[config.mk]
export PLATFORM = sky130hd
export DESIGN_NAME = uirsc_state_ctrl
export DESIGN_NICKNAME = d
export VERILOG_FILES = /design/src/uirsc_pkg.sv /design/src/uirsc_state_ctrl.sv /design/src/uirsc_pin_sync.sv
export SDC_FILE = /design/constraint.sdc
export NUM_CORES = 1
export LEC_CHECK = 0
export ABC_AREA = 1
export BUFFER_PORTS_ARGS = -buffer_cell sky130_fd_sc_hd__buf_2
export CAP_MARGIN = 20
export CELL_PAD_IN_SITES_DETAIL_PLACEMENT = 1
export CELL_PAD_IN_SITES_GLOBAL_PLACEMENT = 1
export CORE_UTILIZATION = 40
export CTS_CLUSTER_DIAMETER = 40
export DETAILED_ROUTE_END_ITERATION = 16
export PLACE_DENSITY_LB_ADDON = 0.1
export SETUP_SLACK_MARGIN = 0.4
export SYNTH_ARGS = -nofsm -noshare
export SYNTH_HDL_FRONTEND = slang
export SYNTH_SLANG_ARGS = --single-unit
export TNS_END_PERCENT = 20
[constraint.sdc]
create_clock -name mclk -period 3.8 [get_ports mclk]
set_clock_uncertainty 0.1 [all_clocks]
set_input_delay 0.19 -clock mclk [delete_from_list [all_inputs] [get_ports mclk]]
set_output_delay 0.19 -clock mclk [all_outputs]
set_load 0.05 [all_outputs]
[src/uirsc_pkg.sv]
package uirsc_pkg;
  // line state encoding: {dplus, dminus}
  localparam logic [1:0] LINE_SE0 = 2'h0;
  localparam logic [1:0] LINE_LOW_J = 2'h1;
  localparam logic [1:0] LINE_FULL_J = 2'h2;
  localparam logic [1:0] LINE_SE1 = 2'h3;

  // suspend idle interval for high-speed bus
  localparam int SUSPEND_IDLE_US = 3125;
  localparam int CLK_MHZ = 20;
  localparam int SUSPEND_IDLE_CYCLES = SUSPEND_IDLE_US * CLK_MHZ;
  localparam int SUSP_CNT_W = 17;

  // synchroniser depth for pin inputs
  localparam int SYNC_STAGES = 3;

  // a changed pair needs the synchroniser latency plus margin to show its new level
  localparam int SETTLE_CYCLES = 6;
  localparam int SETTLE_CNT_W = 3;

  typedef enum logic [1:0] {
    UIRSC_IDLE = 2'h0,
    UIRSC_FROM_UP = 2'h1,
    UIRSC_FROM_DOWN = 2'h2
  } uirsc_dir_type;
endpackage : uirsc_pkg

[src/uirsc_state_ctrl.sv]
`timescale 1ns/1ps
// Contract
// - at low/full speed copy upstream J, K, SE0 onto downstream pair
// - at low/full speed copy downstream J, K, SE0 onto upstream pair
// - peripheral pull-up on downstream plus line mirrors onto upstream plus
// - peripheral pull-up on downstream minus line mirrors onto upstream minus
// - at low/full speed keep weak pull-downs on both downstream lines
// - after high-speed handshake terminate all four lines to ground
// - high speed: drive opposite-port plus for J, minus for K
// - high-speed idle beyond suspend interval: drop upstream terminations, add plus pull-up
// - in suspend after high speed, weak pull-down on downstream plus
// - no host, no peripheral: upstream undriven, downstream pulled down
// - downstream unpowered: upstream undriven, power-good output floating
// - power-good low puts downstream side in standby, repeating stops
module uirsc_state_ctrl #(
  parameter int SUSPEND_CYCLES = uirsc_pkg::SUSPEND_IDLE_CYCLES
) (
  input wire logic mclk,
  input wire logic sys_rst,
  input wire logic upstream_dplus_in,
  input wire logic upstream_dminus_in,
  output logic upstream_dplus_out,
  output logic upstream_dminus_out,
  output logic upstream_dplus_oe,
  output logic upstream_dminus_oe,
  input wire logic downstream_dplus_in,
  input wire logic downstream_dminus_in,
  output logic downstream_dplus_out,
  output logic downstream_dminus_out,
  output logic downstream_dplus_oe,
  output logic downstream_dminus_oe,
  input wire logic periph_pullup_dplus,
  input wire logic periph_pullup_dminus,
  input wire logic host_present,
  input wire logic hs_handshake_done,
  input wire logic upstream_powered,
  input wire logic downstream_powered,
  output logic upstream_pullup_dplus_en,
  output logic upstream_pullup_dminus_en,
  output logic downstream_pulldown_dplus_en,
  output logic downstream_pulldown_dminus_en,
  output logic upstream_hs_term_en,
  output logic downstream_hs_term_en,
  output logic hs_suspended,
  output logic supplies_ok_flag_out,
  output logic supplies_ok_flag_oe,
  output logic downstream_standby
);
  // all pin levels except upstream_powered pass the three-stage synchroniser
  localparam int NSYNC = 9;
  logic [NSYNC-1:0] raw_pins, sync_pins;
  logic up_p, up_m, dn_p, dn_m, pu_p, pu_m, host_s, hs_done, dn_pwr;

  assign raw_pins = {upstream_dplus_in, upstream_dminus_in, downstream_dplus_in,
                     downstream_dminus_in, periph_pullup_dplus, periph_pullup_dminus,
                     host_present, hs_handshake_done, downstream_powered};

  uirsc_pin_sync #(.WIDTH(NSYNC)) u_sync (
    .mclk(mclk),
    .sys_rst(sys_rst),
    .pin_in(raw_pins),
    .pin_out(sync_pins)
  );

  assign {up_p, up_m, dn_p, dn_m, pu_p, pu_m, host_s, hs_done, dn_pwr} = sync_pins;

  // idle level of a pair depends on the speed chosen by the peripheral pull-up
  function automatic logic [1:0] idle_level(input logic low_speed, input logic hs);
    if (hs) begin
      idle_level = uirsc_pkg::LINE_SE0;
    end else if (low_speed) begin
      idle_level = uirsc_pkg::LINE_LOW_J;
    end else begin
      idle_level = uirsc_pkg::LINE_FULL_J;
    end
  endfunction : idle_level

  // a pair departs from idle on any legal non-idle state; se1 never counts
  function automatic logic departs(input logic [1:0] line_st, input logic [1:0] idle_st);
    departs = (line_st != idle_st) && (line_st != uirsc_pkg::LINE_SE1);
  endfunction : departs

  localparam int SETTLE_LOAD_I = uirsc_pkg::SETTLE_CYCLES;
  localparam logic [uirsc_pkg::SETTLE_CNT_W-1:0] SETTLE_LOAD =
    SETTLE_LOAD_I[uirsc_pkg::SETTLE_CNT_W-1:0];

  logic powered_ok;
  logic low_speed;
  logic [1:0] up_line, dn_line, idle_lvl;
  assign powered_ok = upstream_powered && dn_pwr;
  assign low_speed = pu_m && !pu_p;
  assign up_line = {up_p, up_m};
  assign dn_line = {dn_p, dn_m};

  // direction and mode state
  uirsc_pkg::uirsc_dir_type dir_r, dir_nxt;
  logic hs_mode_r, hs_mode_nxt;
  logic susp_r, susp_nxt;
  logic [uirsc_pkg::SUSP_CNT_W-1:0] idle_cnt_r, idle_cnt_nxt;
  logic [1:0] drive_r, drive_nxt;

  assign idle_lvl = idle_level(low_speed, hs_mode_r);

  // settle guard: after a pull, speed or direction change the synchronised pairs
  // lag by several edges, so stale levels must not start a new direction
  logic [3:0] line_cfg, cfg_r, cfg_nxt;
  logic [uirsc_pkg::SETTLE_CNT_W-1:0] settle_cnt_r, settle_cnt_nxt;
  logic settled;
  logic attached;
  assign line_cfg = {pu_p, pu_m, hs_mode_r, susp_r};
  assign settled = (settle_cnt_r == '0) && (line_cfg == cfg_r);
  // without a peripheral pull-up both pairs rest at se0, which is no departure
  assign attached = pu_p || pu_m || hs_mode_r;

  // direction latches on first departure from idle; upstream wins a tie since
  // the host owns the bus schedule
  always_comb begin
    dir_nxt = dir_r;
    hs_mode_nxt = hs_mode_r;
    susp_nxt = susp_r;
    idle_cnt_nxt = idle_cnt_r;
    drive_nxt = drive_r;
    settle_cnt_nxt = settle_cnt_r;
    cfg_nxt = line_cfg;
    if (!powered_ok || !host_s) begin
      dir_nxt = uirsc_pkg::UIRSC_IDLE;
      hs_mode_nxt = 1'b0;
      susp_nxt = 1'b0;
      idle_cnt_nxt = '0;
      settle_cnt_nxt = SETTLE_LOAD;
    end else begin
      if (hs_done && !hs_mode_r && !susp_r) begin
        hs_mode_nxt = 1'b1;
      end
      case (dir_r)
        uirsc_pkg::UIRSC_IDLE: begin
          if (settled && attached && departs(up_line, idle_lvl)) begin
            dir_nxt = uirsc_pkg::UIRSC_FROM_UP;
          end else if (settled && attached && departs(dn_line, idle_lvl)) begin
            dir_nxt = uirsc_pkg::UIRSC_FROM_DOWN;
          end
        end
        uirsc_pkg::UIRSC_FROM_UP: begin
          if (up_line == idle_lvl) begin
            dir_nxt = uirsc_pkg::UIRSC_IDLE;
          end
        end
        uirsc_pkg::UIRSC_FROM_DOWN: begin
          if (dn_line == idle_lvl) begin
            dir_nxt = uirsc_pkg::UIRSC_IDLE;
          end
        end
        default: dir_nxt = uirsc_pkg::UIRSC_IDLE;
      endcase
      // se1 is never propagated: hold previous drive level; the level follows the
      // next direction so the first state goes out together with the enable
      if (dir_nxt == uirsc_pkg::UIRSC_FROM_UP && up_line != uirsc_pkg::LINE_SE1) begin
        drive_nxt = up_line;
      end else if (dir_nxt == uirsc_pkg::UIRSC_FROM_DOWN &&
                   dn_line != uirsc_pkg::LINE_SE1) begin
        drive_nxt = dn_line;
      end
      // count high-speed bus inactivity toward suspend
      if (hs_mode_r && dir_r == uirsc_pkg::UIRSC_IDLE && up_line == uirsc_pkg::LINE_SE0) begin
        if (idle_cnt_r >= SUSPEND_CYCLES[uirsc_pkg::SUSP_CNT_W-1:0] - 1'b1) begin
          hs_mode_nxt = 1'b0;
          susp_nxt = 1'b1;
          idle_cnt_nxt = '0;
        end else begin
          idle_cnt_nxt = idle_cnt_r + 1'b1;
        end
      end else begin
        idle_cnt_nxt = '0;
      end
      // resume: any upstream k leaves suspend; with hs_handshake_done still high, high-speed repeating restarts next cycle
      // the settle guard keeps the stale se0 of high speed from ending suspend
      if (susp_r && settled && up_line != uirsc_pkg::LINE_FULL_J) begin
        susp_nxt = 1'b0;
      end
      // restart the guard when pulls or speed change or a packet ends; the far
      // pair may still show the last driven level through the synchroniser
      if (line_cfg != cfg_r || (dir_r != uirsc_pkg::UIRSC_IDLE &&
                                dir_nxt == uirsc_pkg::UIRSC_IDLE)) begin
        settle_cnt_nxt = SETTLE_LOAD;
      end else if (settle_cnt_r != '0) begin
        settle_cnt_nxt = settle_cnt_r - 1'b1;
      end
    end
  end

  always_ff @(posedge mclk) begin
    if (sys_rst) begin
      dir_r <= uirsc_pkg::UIRSC_IDLE;
      hs_mode_r <= 1'b0;
      susp_r <= 1'b0;
      idle_cnt_r <= '0;
      drive_r <= uirsc_pkg::LINE_SE0;
      settle_cnt_r <= SETTLE_LOAD;
      cfg_r <= '0;
    end else begin
      dir_r <= dir_nxt;
      hs_mode_r <= hs_mode_nxt;
      susp_r <= susp_nxt;
      idle_cnt_r <= idle_cnt_nxt;
      drive_r <= drive_nxt;
      settle_cnt_r <= settle_cnt_nxt;
      cfg_r <= cfg_nxt;
    end
  end

  // pin drivers: data from flip-flops, enables follow the latched direction
  logic active;
  assign active = powered_ok && host_s;
  assign downstream_dplus_out = drive_r[1];
  assign downstream_dminus_out = drive_r[0];
  assign upstream_dplus_out = drive_r[1];
  assign upstream_dminus_out = drive_r[0];
  // in high speed only the line carrying current is driven
  assign downstream_dplus_oe = active && dir_r == uirsc_pkg::UIRSC_FROM_UP &&
                               (!hs_mode_r || drive_r[1]);
  assign downstream_dminus_oe = active && dir_r == uirsc_pkg::UIRSC_FROM_UP &&
                                (!hs_mode_r || drive_r[0]);
  assign upstream_dplus_oe = active && dir_r == uirsc_pkg::UIRSC_FROM_DOWN &&
                             (!hs_mode_r || drive_r[1]);
  assign upstream_dminus_oe = active && dir_r == uirsc_pkg::UIRSC_FROM_DOWN &&
                              (!hs_mode_r || drive_r[0]);

  // terminations and pull resistors
  assign upstream_hs_term_en = active && hs_mode_r;
  assign downstream_hs_term_en = active && hs_mode_r;
  assign upstream_pullup_dplus_en = active && !hs_mode_r &&
                                    (pu_p || susp_r);
  assign upstream_pullup_dminus_en = active && !hs_mode_r && pu_m &&
                                     !pu_p && !susp_r;
  // pull-downs stay on whenever downstream is powered but not in high speed;
  // with no host the upstream side is simply left undriven
  assign downstream_pulldown_dplus_en = dn_pwr && !hs_mode_r;
  assign downstream_pulldown_dminus_en = dn_pwr && !hs_mode_r;
  assign hs_suspended = susp_r;

  // power-good: drives low when upstream is down, floats when downstream unpowered
  assign supplies_ok_flag_out = upstream_powered;
  assign supplies_ok_flag_oe = dn_pwr;
  assign downstream_standby = !powered_ok;
endmodule : uirsc_state_ctrl

[src/uirsc_pin_sync.sv]
`timescale 1ns/1ps
// three-stage synchroniser; output changes once stages two and three agree
module uirsc_pin_sync #(
  parameter int WIDTH = 1
) (
  input wire logic mclk,
  input wire logic sys_rst,
  input wire logic [WIDTH-1:0] pin_in,
  output logic [WIDTH-1:0] pin_out
);
  logic [WIDTH-1:0] s1_r, s2_r, s3_r, out_r;
  logic [WIDTH-1:0] out_nxt;

  // per bit: take the new value only when stages two and three agree
  always_comb begin
    out_nxt = out_r;
    for (int i = 0; i < WIDTH; i++) begin
      if (s2_r[i] == s3_r[i]) begin
        out_nxt[i] = s3_r[i];
      end
    end
  end

  always_ff @(posedge mclk) begin
    if (sys_rst) begin
      s1_r <= '0;
      s2_r <= '0;
      s3_r <= '0;
      out_r <= '0;
    end else begin
      s1_r <= pin_in;
      s2_r <= s1_r;
      s3_r <= s2_r;
      out_r <= out_nxt;
    end
  end

  assign pin_out = out_r;
endmodule : uirsc_pin_sync

==> impl_metrics.yaml <==
status:
  run_status: "complete, no violations"
detailed_routing:
  top_layer: "met4"
  post_drt_via_cell_ratio: 4.70
  met3_wirelength_um: 185
  detail_route.drc_violations: 0
  drt_first_pass_iters: 4
  drt_wl_total_mm: 5.72
  via_count: 2310
  antenna_left: 0
  avgRoutedWirePerCell_um: 11.6
  dr.first_iter.drc_count: 51
  route.layer.met1.wl_mm: 3.04
  wl_met2_mm: 2.41
sta:
  report.final.hold_viol_count: 0
  layout_worst_path_cycle_share_pct: 53.7
  layout_min_cycle_time_ns: 2.04
  tightestPinTransition_ns: 0.685
  relSlewSlack_pct: 54.3
  achievable-frequency_ghz: 0.490
  setup_total_negative_slack_ns: 0
  setup_violations: 0
  final_max_slew_viol_count: 0
  grt_setup_unrepaired: "no"
floorplan:
  core.rowCount: 30
  placeable_area_mm2: 0.00676
  start_util_pct: 41.1
  ios: 30
  die-area_mm2: 0.00728
  dieHeight_um: 85.4
  die_w_um: 85.4
place:
  hpwlAfterDp_mm: 4.24
  io_port_bufs: 29
  place.detailed.instances: 467
  place.gp.congestion: 0.883
setup_path:
  critical_path_fanout_max: 15
  crit_path_start_kind: "register"
  critPathRequiredTime_ns: 3.96
  critPathKind: "reg -> reg"
  timing.critical_path.to_type: "register"
  arrival_ns: 2.20
final_layout:
  fin_nets: 422
  n_antenna_cell: 0
  most_used_cells_in_the_layout_excluding_fill_and_tap_cells: "74 x sky130_fd_sc_hd__nor2_1, 66 x sky130_fd_sc_hd__dfxtp_1, 65 x sky130_fd_sc_hd__inv_1, 59 x sky130_fd_sc_hd__nand2_1, 29 x sky130_fd_sc_hd__buf_2"
  drive_gt1_share_pct: 13.9
  filler_cell_count: 851
  post_layout_nonfiller_instances: 491
  layout-area-overhead-vs-synth_pct: 15.8
  layout_commonest_cell: "sky130_fd_sc_hd__nor2_1"
synth:
  number_of_distinct_library_cells_after_synthesis: 34
  yosysWarningCount: 0
  synth_nets: 387
  synth_sequential_area_ratio_pct: 47.5
  synthesis.area_mm2: 0.00278
  ys_ff_latch: 66
  syn_inst: 372
  postSynthAreaPerCell_um2: 7.47
clocking:
  cts-buffers-inserted: 9
  cts_htree_levels: 3
  clock_latency_on_the_worst_skew_pair_ns: 0.33
  cts_repair_resize_count: 0
  path_clk_slew_ns: 0.07
  clock-root-buffer: "sky130_fd_sc_hd__clkbuf_8"
  clk_path_buf_depth: 2
  cts_tree: "built"
  clock_sink_count: 66
  setup_buffers_after_cts: 0
hold_path:
  class_of_the_tightest_hold_or_removal_check: "in -> reg"
power_and_ir_drop:
  powerDensity_mw_per_mm2: 412
  peakVddDrop_v: 0.000218
  leakagePower_nw: 1.44
global_routing:
  first_global_vias: 2190
  overflow: 0
  grt_antenna_before_repair: 0
  grt_pass1_wl_mm: 9.92
  grt_max_degree: 40
  groute.usage.overall_pct: 17.4
run:
  timing.max_cap.violations: 0
timing repair:
item                       4_1_cts  5_1_grt
hold endpoints to repair         9        0
setup endpoints to repair        0        0
hold buffers                     9        0
metal layers:
layer	up-vias	track usage, %
met5	-	0
met2	34	27.2
met4	0	6.36
li1	1203	-
met3	8	4.77
met1	1065	23.1
final timing paths:
path                         end  slack [ns]            from  depth (start not counted)
setup / recovery   idle_cnt_r[9]        1.76   idle_cnt_r[0]                          9
hold / removal          cfg_r[0]        0.28         sys_rst                          2
setup reg to reg   idle_cnt_r[9]        1.76   idle_cnt_r[0]                          9
hold reg to reg   u_sync.s2_r[5]        0.31  u_sync.s1_r[5]                          2
flip-flops by register name, summed over array words and instances, names as in the netlist:
signal and count:
hs_suspended 1, drive_r 2, cfg_r 4, settle_cnt_r 3
hs_mode_r 1, u_sync.s3_r 9, u_sync.s2_r 9, u_sync.pin_out 9
dir_r 2, idle_cnt_r 17, u_sync.s1_r 9
synthesized netlist by cell type:
library cell,n,share of area (%)
sky130_fd_sc_hd__clkbuf_1,4,0.54
sky130_fd_sc_hd__nor4_4,1,0.77
sky130_fd_sc_hd__nand3b_1,1,0.27
sky130_fd_sc_hd__nand2_1,59,8.0
sky130_fd_sc_hd__nor3b_1,3,0.81
sky130_fd_sc_hd__o31ai_1,1,0.27
sky130_fd_sc_hd__buf_4,5,1.4
sky130_fd_sc_hd__a211oi_1,7,1.9
sky130_fd_sc_hd__buf_2,2,0.36
sky130_fd_sc_hd__ha_1,3,1.4
sky130_fd_sc_hd__nor4_1,3,0.68
sky130_fd_sc_hd__xor2_1,4,1.3
sky130_fd_sc_hd__nor2_4,2,0.81
sky130_fd_sc_hd__o21ai_0,6,1.1
sky130_fd_sc_hd__o21bai_1,1,0.27
sky130_fd_sc_hd__nor3_1,2,0.36
sky130_fd_sc_hd__nand4_2,1,0.45
sky130_fd_sc_hd__nand2_4,2,0.81
sky130_fd_sc_hd__nand3_1,19,3.4
sky130_fd_sc_hd__a31oi_1,1,0.23
sky130_fd_sc_hd__buf_6,2,0.81
sky130_fd_sc_hd__dfxtp_1,66,48
sky130_fd_sc_hd__inv_4,1,0.23
sky130_fd_sc_hd__nand2_2,3,0.68
sky130_fd_sc_hd__nor2_1,74,10
sky130_fd_sc_hd__xnor2_1,3,0.95
sky130_fd_sc_hd__inv_2,2,0.27
sky130_fd_sc_hd__o21bai_4,1,0.68
sky130_fd_sc_hd__conb_1,1,0.13
sky130_fd_sc_hd__or2_0,1,0.23
sky130_fd_sc_hd__buf_1,1,0.13
sky130_fd_sc_hd__nand4_1,3,0.68
sky130_fd_sc_hd__inv_1,65,8.8
sky130_fd_sc_hd__a21oi_1,22,4.0
final cells by class:
class | count | area [um2] | area share (%)
flip-flops and latches | 66 | 1320 | 41.1
multi-input cells | 224 | 1110 | 34.5
inverters | 68 | 258 | 8.01
repair buffers | 38 | 235 | 7.31
clock buffers | 10 | 138 | 4.28
well taps | 80 | 100 | 3.11
clock inverters | 5 | 55.1 | 1.71
logic make-up after synthesis:
logic type	share of synthesized area (%)
DFF	47.5
adders and majority gates	1.35
other	0.135
and+or+nand+nor	27.9
buffers and inverters	12.5
AOI/OAI and AO/OA	8.38
xor gates and xnor gates	2.21
stage by stage:
step	power (mW)	utilization [%]	setup slack [ns]	hold slack, ns	area [um2]
3_5_place_dp	0.755	43.4	1.73	0.300	2940
2_1_floorplan	0.744	-	0.871	0.197	2780
5_1_grt	1.38	47.6	1.50	0.308	3220
6_report	1.32	47.6	1.76	0.279	3220
4_1_cts	1.34	47.6	1.71	0.294	3220
3_3_place_gp	0.754	43.4	1.77	0.289	2940
critical path, cell delays in order, from the launching register on:
cell	delay [ns]
sky130_fd_sc_hd__dfxtp_1	0.33
sky130_fd_sc_hd__ha_1	0.21
sky130_fd_sc_hd__or2_0	0.22
sky130_fd_sc_hd__o21ai_0	0.24
sky130_fd_sc_hd__nand2_1	0.09
sky130_fd_sc_hd__a21oi_1	0.15
sky130_fd_sc_hd__o21bai_1	0.10
sky130_fd_sc_hd__nor2_1	0.16
sky130_fd_sc_hd__inv_2	0.16
sky130_fd_sc_hd__nor3b_1	0.20
report_power, final:
group	internal (mW)	switching, mW
Clock	0.315	0.265
Combinational	0.0166	0.0206
Sequential	0.704	0.00447
Total	1.04	0.290
(Power assumes the default switching activity.)
